<file path="src/rtl/bkreg_defs.vh">
// offsets, field positions, reset values and fuse word indices for the buck register slice
`ifndef BKREG_DEFS_VH
`define BKREG_DEFS_VH

// ============================================================
// register offsets (8-bit register address space)
`define BKREG_ADDR_SLEEP_VOLT   8'h3a
`define BKREG_ADDR_CONTROL      8'h3b
`define BKREG_ADDR_LIMIT_TIMING 8'h3c
`define BKREG_ADDR_BUCK3_VOLT   8'h3e

// ============================================================
// control register field positions
`define BKREG_CTL_RUN_EN        0
`define BKREG_CTL_STBY_EN       1
`define BKREG_CTL_SLEEP_EN      2
`define BKREG_CTL_LOW_POWER     3
`define BKREG_CTL_SLEW          4
`define BKREG_CTL_FORCED_PULSE_WIDTH_RAMP     5
`define BKREG_CTL_FORCED_PULSE_WIDTH          6
`define BKREG_CTL_DISCH_DIS     7

// limit/timing register field positions
`define BKREG_LIM_ILIM_MSB      1
`define BKREG_LIM_ILIM_LSB      0
`define BKREG_LIM_TIMING        4

// ============================================================
// field widths and reset values
`define BKREG_VCODE_W           6
`define BKREG_B3CODE_W          4
`define BKREG_CONTROL_RST       8'h00
`define BKREG_LIMIT_RST         8'h00
`define BKREG_SLEW_FAST_RST     1'b0

// ============================================================
// fuse shadow load sequence: one fuse word per index, three load steps each
`define BKREG_FUSE_WORDS        4
`define BKREG_FUSE_AW           2
`define BKREG_FUSE_SLEEPV       2'h0
`define BKREG_FUSE_CONTROL      2'h1
`define BKREG_FUSE_LIMIT        2'h2
`define BKREG_FUSE_BUCK3V       2'h3

`endif

</file>
<file path="src/rtl/bkreg_fuse_rom.v">
// small fuse memory with a registered read port, loaded by the fuse programming path
`timescale 1ns/1ps

module bkreg_fuse_rom (
  clk,
  rst_sync_n,
  prog_we,
  prog_addr,
  prog_data,
  rd_addr,
  rd_data
);
  input  wire       clk;        // system clock
  input  wire       rst_sync_n; // synchronised reset, active low
  input  wire       prog_we;    // fuse programming write strobe
  input  wire [1:0] prog_addr;  // fuse word to program
  input  wire [7:0] prog_data;  // fuse word value
  input  wire [1:0] rd_addr;    // fuse word to read
  output reg  [7:0] rd_data;    // registered read data

  // ============================================================
  // storage: no reset so it maps onto a plain memory
  reg [7:0] mem [0:3];

  // programming writes; the array keeps its contents through reset
  always @(posedge clk) begin
    if (prog_we) begin
      mem[prog_addr] <= prog_data;
    end
  end

  // registered read port
  always @(posedge clk or negedge rst_sync_n) begin
    if (!rst_sync_n) begin
      rd_data <= 8'h00;
    end else begin
      rd_data <= mem[rd_addr];
    end
  end

endmodule

</file>
<file path="src/rtl/bkreg_top.v">
// buck regulator control register slice with fuse-loaded defaults
`timescale 1ns/1ps
`include "bkreg_defs.vh"

module bkreg_top (
  clk,
  rst_n,
  reg_addr,
  reg_wdata,
  reg_wr,
  reg_rd,
  reg_rdata,
  fuse_prog_we,
  fuse_prog_addr,
  fuse_prog_data,
  fuse_scaling_select,
  buck2_run_voltage_code,
  mode_standby,
  mode_sleep,
  fuse_load_done,
  buck2_sleep_voltage_code,
  buck2_on,
  buck2_low_power_select,
  buck2_slew_select,
  buck2_forced_pwm_on_ramp_down,
  buck2_forced_pwm,
  buck2_discharge_on,
  buck2_current_limit,
  buck2_timing_method,
  buck3_run_voltage_code
);
  input  wire       clk;                           // 10 MHz system clock
  input  wire       rst_n;                         // asynchronous reset, active low
  input  wire [7:0] reg_addr;                      // register address
  input  wire [7:0] reg_wdata;                     // register write data
  input  wire       reg_wr;                        // write strobe
  input  wire       reg_rd;                        // read strobe
  output reg  [7:0] reg_rdata;                     // read data, one cycle after strobe
  input  wire       fuse_prog_we;                  // fuse programming strobe
  input  wire [1:0] fuse_prog_addr;                // fuse word address
  input  wire [7:0] fuse_prog_data;                // fuse word data
  input  wire       fuse_scaling_select;           // fuse option, pin level
  input  wire [5:0] buck2_run_voltage_code;        // run code from neighbouring slice
  input  wire       mode_standby;                  // device in standby, pin level
  input  wire       mode_sleep;                    // device in sleep, pin level
  output reg        fuse_load_done;                // fuse shadow loading finished
  output reg  [5:0] buck2_sleep_voltage_code;      // sleep voltage to regulator
  output reg        buck2_on;                      // regulator enable for current mode
  output reg        buck2_low_power_select;        // low-power mode request
  output reg        buck2_slew_select;             // effective slew select
  output reg        buck2_forced_pwm_on_ramp_down; // forced pwm while ramping down
  output reg        buck2_forced_pwm;              // forced pwm always
  output reg        buck2_discharge_on;            // discharge resistor connect
  output reg  [1:0] buck2_current_limit;           // current limit code
  output reg        buck2_timing_method;           // 0 on-time, 1 off-time
  output reg  [3:0] buck3_run_voltage_code;        // buck3 run code

  // ============================================================
  // timing overview
  // - reset asserts at once and releases two edges after rst_n rises
  // - the fuse copy then takes three cycles per word, twelve in all
  // - fuse_load_done rises one edge after the last word is taken
  // - register writes are accepted only once fuse_load_done is high,
  //   so a write can never land between two fuse words
  // - reads work from the internal release on and cost no wait state
  // - a write reaches storage at its own edge and the regulator
  //   outputs one edge later; mode pins add two synchroniser edges
  // - enable and discharge are registered from one next value, so
  //   the resistor is never connected while the enable is high

  // ============================================================
  // reset release synchroniser
  // rst_n may rise at any point of the clock period; the two flops
  // make the release land on a clock edge, so no register sees a
  // release too close to its sampling edge
  reg rst_meta_q;  // first stage, read only by the second
  reg rst_sync_q;  // synchronised reset used everywhere else

  always @(posedge clk or negedge rst_n) begin
    if (!rst_n) begin
      rst_meta_q <= 1'b0;
      rst_sync_q <= 1'b0;
    end else begin
      rst_meta_q <= 1'b1;
      rst_sync_q <= rst_meta_q;
    end
  end

  // ============================================================
  // pin input synchronisers (mode pins and fuse option)
  // these pins come from outside this clock domain; each bit is
  // synchronised alone, which is safe because no logic relies on
  // two of them changing in the same cycle
  reg [2:0] pin_meta_q;  // first stage
  reg [2:0] pin_q;       // second stage: {scaling_select, sleep, standby}

  always @(posedge clk or negedge rst_sync_q) begin
    if (!rst_sync_q) begin
      pin_meta_q <= 3'h0;
      pin_q      <= 3'h0;
    end else begin
      pin_meta_q <= {fuse_scaling_select, mode_sleep, mode_standby};
      pin_q      <= pin_meta_q;
    end
  end

  wire in_standby   = pin_q[0];
  wire in_sleep     = pin_q[1];
  wire scaling_fuse = pin_q[2];

  // ============================================================
  // fuse memory and boot load sequencer
  // the memory read port is registered, so each word needs three
  // steps: present the address, let the read flop capture it, copy.
  // a slower sequencer was traded for a plain memory with no bypass
  localparam [1:0] LD_ISSUE = 2'b00;  // present read address
  localparam [1:0] LD_WAIT  = 2'b01;  // memory read latency
  localparam [1:0] LD_TAKE  = 2'b10;  // copy word into shadow
  localparam [1:0] LD_DONE  = 2'b11;  // normal operation

  reg  [1:0] ld_state_q;  // loader state
  reg  [1:0] ld_idx_q;    // fuse word being loaded
  wire [7:0] fuse_word;   // registered fuse read data

  bkreg_fuse_rom u_fuse (
    .clk        (clk),
    .rst_sync_n (rst_sync_q),
    .prog_we    (fuse_prog_we),
    .prog_addr  (fuse_prog_addr),
    .prog_data  (fuse_prog_data),
    .rd_addr    (ld_idx_q),
    .rd_data    (fuse_word)
  );

  // walk through the fuse words once after each reset
  always @(posedge clk or negedge rst_sync_q) begin
    if (!rst_sync_q) begin
      ld_state_q <= LD_ISSUE;
      ld_idx_q   <= 2'h0;
    end else begin
      case (ld_state_q)
        LD_ISSUE: begin
          ld_state_q <= LD_WAIT;
        end
        LD_WAIT: begin
          ld_state_q <= LD_TAKE;
        end
        LD_TAKE: begin
          // last word taken: stop, else move on
          if (ld_idx_q == `BKREG_FUSE_WORDS - 1) begin
            ld_state_q <= LD_DONE;
          end else begin
            ld_idx_q   <= ld_idx_q + 2'h1;
            ld_state_q <= LD_ISSUE;
          end
        end
        default: begin
          ld_state_q <= LD_DONE;
        end
      endcase
    end
  end

  wire loading = (ld_state_q == LD_TAKE);
  wire booted  = (ld_state_q == LD_DONE);

  // ============================================================
  // register write decode; writes before fuse_load_done is high are
  // dropped so the fuse defaults cannot be half-overwritten, and the
  // one-off sleep code copy never meets a software write
  function is_write;
    input [7:0] addr;
    input [7:0] target;
    begin
      is_write = reg_wr && fuse_load_done && (addr == target);
    end
  endfunction

  wire wr_sleepv  = is_write(reg_addr, `BKREG_ADDR_SLEEP_VOLT);
  wire wr_control = is_write(reg_addr, `BKREG_ADDR_CONTROL);
  wire wr_limit   = is_write(reg_addr, `BKREG_ADDR_LIMIT_TIMING);
  wire wr_b3volt  = is_write(reg_addr, `BKREG_ADDR_BUCK3_VOLT);

  // ============================================================
  // storage registers
  // unused bits are not stored at all, which makes them read zero
  // and keeps writes to them from reaching the regulator
  // sleepv_fused_q marks that the sleep code holds a real value
  reg [5:0] sleepv_q;   // sleep voltage code
  reg [7:0] control_q;  // buck2 control bits
  reg [1:0] ilim_q;     // current limit
  reg       tmode_q;    // timing method
  reg [3:0] b3volt_q;   // buck3 run code
  reg       sleepv_fused_q;  // sleep code set by a nonzero fuse word, the run code copy or a write

  // shadow registers: fuse words first, software after
  always @(posedge clk or negedge rst_sync_q) begin
    if (!rst_sync_q) begin
      sleepv_q       <= 6'h00;
      control_q      <= `BKREG_CONTROL_RST;
      ilim_q         <= 2'h0;
      tmode_q        <= 1'b0;
      b3volt_q       <= 4'h0;
      sleepv_fused_q <= 1'b0;
    end else if (loading) begin
      // boot copy from fuses
      case (ld_idx_q)
        `BKREG_FUSE_SLEEPV: begin
          sleepv_q       <= fuse_word[5:0];
          sleepv_fused_q <= (fuse_word != 8'h00);
        end
        `BKREG_FUSE_CONTROL: begin
          control_q <= fuse_word;
        end
        `BKREG_FUSE_LIMIT: begin
          ilim_q  <= fuse_word[`BKREG_LIM_ILIM_MSB:`BKREG_LIM_ILIM_LSB];
          tmode_q <= 1'b0;
        end
        default: begin
          b3volt_q <= fuse_word[3:0];
        end
      endcase
    end else if (ld_state_q == LD_DONE && !sleepv_fused_q && sleepv_q == 6'h00 &&
                 !wr_sleepv) begin
      // blank fuse: take a copy of the run code as the sleep code.
      // the copy happens once, in the first cycle after the load, and
      // a later run code change does not move the sleep code
      sleepv_q <= buck2_run_voltage_code;
      sleepv_fused_q <= 1'b1;
    end else begin
      // unused high bits are dropped on every write
      if (wr_sleepv) begin
        sleepv_q       <= reg_wdata[5:0];
        sleepv_fused_q <= 1'b1;
      end
      if (wr_control) begin
        control_q <= reg_wdata;
      end
      if (wr_limit) begin
        ilim_q  <= reg_wdata[`BKREG_LIM_ILIM_MSB:`BKREG_LIM_ILIM_LSB];
        tmode_q <= reg_wdata[`BKREG_LIM_TIMING];
      end
      if (wr_b3volt) begin
        b3volt_q <= reg_wdata[3:0];
      end
    end
  end

  // ============================================================
  // read data: one cycle after the strobe, zero for unused bits
  // read data returns to zero after its one cycle, so a stale value
  // can never be mistaken for a second read
  always @(posedge clk or negedge rst_sync_q) begin
    if (!rst_sync_q) begin
      reg_rdata <= 8'h00;
    end else if (reg_rd) begin
      if (reg_addr == `BKREG_ADDR_SLEEP_VOLT) begin
        reg_rdata <= {2'h0, sleepv_q};
      end else if (reg_addr == `BKREG_ADDR_CONTROL) begin
        reg_rdata <= control_q;
      end else if (reg_addr == `BKREG_ADDR_LIMIT_TIMING) begin
        reg_rdata <= {3'h0, tmode_q, 2'h0, ilim_q};
      end else if (reg_addr == `BKREG_ADDR_BUCK3_VOLT) begin
        reg_rdata <= {4'h0, b3volt_q};
      end else begin
        // unmapped addresses read zero
        reg_rdata <= 8'h00;
      end
    end else begin
      reg_rdata <= 8'h00;
    end
  end

  // ============================================================
  // enable for the present power mode; sleep wins over standby if
  // both pins are high. the discharge control is taken from the same next value,
  // so resistor and enable never overlap, not even for one cycle
  reg buck2_on_d;  // next value of buck2_on

  always @* begin
    if (in_sleep) begin
      buck2_on_d = control_q[`BKREG_CTL_SLEEP_EN];
    end else if (in_standby) begin
      buck2_on_d = control_q[`BKREG_CTL_STBY_EN];
    end else begin
      buck2_on_d = control_q[`BKREG_CTL_RUN_EN];
    end
  end

  // ============================================================
  // regulator control outputs, all registered
  always @(posedge clk or negedge rst_sync_q) begin
    if (!rst_sync_q) begin
      fuse_load_done                <= 1'b0;
      buck2_sleep_voltage_code      <= 6'h00;
      buck2_on                      <= 1'b0;
      buck2_low_power_select        <= 1'b0;
      buck2_slew_select             <= `BKREG_SLEW_FAST_RST;
      buck2_forced_pwm_on_ramp_down <= 1'b0;
      buck2_forced_pwm              <= 1'b0;
      buck2_discharge_on            <= 1'b0;
      buck2_current_limit           <= 2'h0;
      buck2_timing_method           <= 1'b0;
      buck3_run_voltage_code        <= 4'h0;
    end else begin
      fuse_load_done           <= booted;
      buck2_sleep_voltage_code <= sleepv_q;
      buck2_on                 <= buck2_on_d;
      // low power only outside run mode
      buck2_low_power_select <= control_q[`BKREG_CTL_LOW_POWER] &
                                (in_sleep | in_standby);
      // fuse option overrides: slew forced to the fast setting
      buck2_slew_select <= scaling_fuse ? `BKREG_SLEW_FAST_RST :
                           control_q[`BKREG_CTL_SLEW];
      buck2_forced_pwm_on_ramp_down <= control_q[`BKREG_CTL_FORCED_PULSE_WIDTH_RAMP];
      buck2_forced_pwm              <= control_q[`BKREG_CTL_FORCED_PULSE_WIDTH];
      // resistor only while the regulator is off and discharge allowed;
      // taken from the same next enable, so the two never overlap
      buck2_discharge_on <= ~control_q[`BKREG_CTL_DISCH_DIS] & ~buck2_on_d;
      buck2_current_limit    <= ilim_q;
      buck2_timing_method    <= tmode_q;
      buck3_run_voltage_code <= b3volt_q;
    end
  end

endmodule

</file>
<file path="config.mk">
export PLATFORM = sky130hd
export DESIGN_NAME = bkreg_top
export DESIGN_NICKNAME = d
export VERILOG_FILES = /design/src/rtl/bkreg_fuse_rom.v /design/src/rtl/bkreg_top.v
export VERILOG_INCLUDE_DIRS = /design/src /design/src/rtl
export SDC_FILE = /design/constraint.sdc
export NUM_CORES = 1
export LEC_CHECK = 0
export BUFFER_PORTS_ARGS = -buffer_cell sky130_fd_sc_hd__buf_2
export CAP_MARGIN = 40
export CORE_ASPECT_RATIO = 0.75
export CORE_UTILIZATION = 50
export DETAILED_ROUTE_END_ITERATION = 12
export HOLD_SLACK_MARGIN = 0.15
export PLACE_DENSITY = 0.72
export SYNTH_ARGS = -nofsm -noshare
export SYNTH_HDL_FRONTEND = slang
export SYNTH_SLANG_ARGS = --single-unit
</file>
<file path="constraint.sdc">
create_clock -name clk -period 3.75 [get_ports clk]
set_clock_uncertainty 0.05 [all_clocks]
set_input_delay 0.5625 -clock clk [delete_from_list [all_inputs] [get_ports clk]]
set_output_delay 0.5625 -clock clk [all_outputs]
set_load 0.005 [all_outputs]
</file>
==> impl_metrics.yaml <==
status:
  status: "finished clean"
pwr:
  power.ir.vdd_worst_mv: 0.288
  power_per_cell_area_nw_per_um2: 437
  leakage_power_nw: 2.03
clock_tree:
  clk_latency_ns: 0.36
  cts-root-buf: "clkbuf_8"
  clockBufferDepth: 2
  clock-sinks: 102
  worst_setup_hold_path_clk_slew_ns: 0.09
  clock_tree_from_tritoncts: "built"
  post_cts_resized: 0
  hold_buffers: 1
  post-cts-setup-buffer-count: 0
  cts_buffers: 9
  cts_max_level: 3
yosys:
  yosys.cell_count.top_type: "dfrtp_1"
  syn_area_um2: 4050
  synth-edff-count: 32
  synth_top_area_share_pct: 43.2
  avg_inst_size_synth_um2: 15.5
  ys_types: 48
  postSynthCellCount: 261
  yosysTopAreaCell: "dfrtp_1"
  area_contributors_post_synth: "dfrtp_1, edfxtp_1, mux2i_1"
  yosys_register_bits: 102
  ys_async_sr_fraction_pct: 68.6
  yosysWarnings: 0
  synth-seq-area-share_pct: 67.0
  synth_top_cells_by_count: "dfrtp_1, edfxtp_1, mux2i_1"
  postSynth.topFlopCell: "dfrtp_1"
  mappedNetlistNets: 305
critical_path:
  timing.critical_path.cells: "nor2b_1, buf_4, nor2_1, nand4_2, nand2_2, mux2_1"
  critical_path.reg2reg.startpoint: "ld_state_q[1]"
  r2r_cells: 6
  ff2ff_setup_slack_ns: 1.68
  critPathRequiredTime_ns: 3.94
  timing.critical_path.to_type: "flop"
  worstSetupPathType: "flop to flop"
  cp_launch_type: "flop"
  slowest_stage: "dfrtp_1"
  r2r-end: "control_q[0]"
  worst_ep_arrival_time_ns: 2.26
  critical_path.max_fanout: 17
  max_stage_delay_on_crit_path_ns: 0.42
  startpoint: "ld_state_q[1]"
timing:
  timing_worst_slew_pin_value_ns: 0.862
  rsz0062_at_grt: "false"
  min_period_ns: 2.07
  layout_worst_path_cycle_share_pct: 55.1
  fin_ws_ns: 1.68
  tns_ns: 0
  finalMaxSlewViolations: 0
  hold_viol_final: 0
  slew-limit-headroom_pct: 42.5
  finalSetupViolCount: 0
  fmaxAchievable_mhz: 484
grt:
  gr-usage-all-layers_pct: 19.5
  globalRouteOverflowTotal: 0
  grt_start_max_net_pins: 43
  via_count_of_the_first_global_routing_pass: 2367
  grt_antenna_before_repair: 0
  grt_first_pass_wirelength_um: 12200
place:
  port_buffers: 67
  gp_congestion: 0.787
  post-place-ws_ns: 1.42
  estimated_wirelength_of_the_detail_placed_design_um: 5380
  post_place_cell_area_um2: 4500
final_layout:
  insertedDiodeCount: 0
  layout-area-overhead-vs-synth_pct: 16.3
  fin_nets: 381
  post_route_cells_drive_above_1_share_pct: 33.6
  num-fill-cells: 622
  finalInstanceArea_um2: 4710
die:
  fp-row-count: 28
  boundaryPins: 68
  floorplan.initialDensity_pct: 51.4
  fp.coreArea_um2: 7880
  die_area_um2: 8470
  die_h_um: 79.9
  die_width_um: 106
route:
  detail_route.drc_violations: 0
  drt_first_iter_violations: 54
  vias_per_cell: 5.06
  drt_first_pass_iters: 5
  totalWireLength_um: 7280
  route.antenna.remaining_nets: 0
  num_vias: 2264
  route.detailed.wl_per_inst_um: 16.3
hold_path:
  min_path_type: "input pin to flop"
  worstHoldStart: "mode_sleep"
  hold_path_depth: 1
  min_delay_worst_endpoint: "pin_meta_q[1]"
run:
  timing.max_cap.violations: 0
critical path: cells and delay by family (launching register included):
kind / cells / cell delay, ns
multiplexers: 1 / 0.36
AND/OR/NAND/NOR: 4 / 0.93
flip-flops: 1 / 0.42
buffers and inverters: 1 / 0.20
kinds of logic after synthesis:
group | Yosys count | synth area share (%)
xor gates and xnor gates | 1 | 0.216
buffers and inverters | 21 | 2.47
AOI/OAI and AO/OA | 32 | 5.90
adders and majority gates | 4 | 1.24
and+or+nand+nor | 61 | 10.2
DFF | 102 | 67.0
muxes | 39 | 12.9
other | 1 | 0.0926
area by class of cell:
class                           count  area [µm²]  share of cell area [%]
Clock buffer                        9         124                    2.63
Clock inverter                      7        78.8                    1.67
Inverter                           15        56.3                    1.20
Multi-Input combinational cell    138        1240                    26.3
Sequential cell                   102        2710                    57.6
Tap cell                          105         131                    2.79
Timing Repair Buffer               71         368                    7.81
cells in the final DEF, fill, tap and decap left out, drive strengths merged, types with 4 or more instances in the layout:
cell and instances:
buf 70, mux4 8, edfxtp 32, mux2i 20, ha 4, nand2 12
o21ai 4, nor2b 7, nor2 14, nor4 5, a21oi 10, dfrtp 70
clkbuf 9, nand3 5, inv 18, mux2 11
stage by stage:
| stage | cells | total power [mW] | utilization (%) | hold slack (ns) |
|---|---|---|---|---|
| 2_1_floorplan | 261 | 1.32 | - | 0.217 |
| 3_3_place_gp | 430 | 1.39 | 57.0 | 0.284 |
| 3_5_place_dp | 430 | 1.39 | 57.0 | 0.286 |
| 4_1_cts | 447 | 2.08 | 59.7 | 0.240 |
| 5_1_grt | 447 | 2.15 | 59.7 | 0.225 |
| 6_report | 447 | 2.06 | 59.7 | 0.260 |
per-layer routing:
metal  part of all wire, %  global-route usage (%)  vias to the layer above
met3                   5.1                    5.55                        6
met5                     0                       0                        -
met2                    51                    33.0                       65
met1                    43                    24.8                     1098
met4                   1.0                    5.42                        0
li1                      -                       -                     1095
registers in the layout, indices dropped and copies added (netlist names), 2 cells and up:
register	flops
pin_meta_q	3
sleepv_q	6
buck2_sleep_voltage_code	6
reg_rdata	8
buck2_current_limit	2
u_fuse.rd_data	8
control_q	8
pin_q	3
buck3_run_voltage_code	4
ld_idx_q	2
b3volt_q	4
ld_state_q	2
u_fuse.mem	32
ilim_q	2
worst max-delay path by stage:
stage / to / slack (ns) / cells past startpoint
4_1_cts: sleepv_q[5] / 1.66 / 5
3_3_place_gp: control_q[1] / 1.49 / 6
3_5_place_dp: control_q[0] / 1.42 / 6
6_report: control_q[0] / 1.68 / 6
5_1_grt: sleepv_q[5] / 1.48 / 5
2_1_floorplan: b3volt_q[0] / 1.61 / 0
power by group:
part	switching (mW)	total, mW	internal (mW)
Clock	0.374	0.691	0.317
Combinational	0.0623	0.123	0.0611
Sequential	0.0381	1.24	1.21
Total	0.475	2.06	1.58
Note: power is estimated with default switching activity, not from simulation.
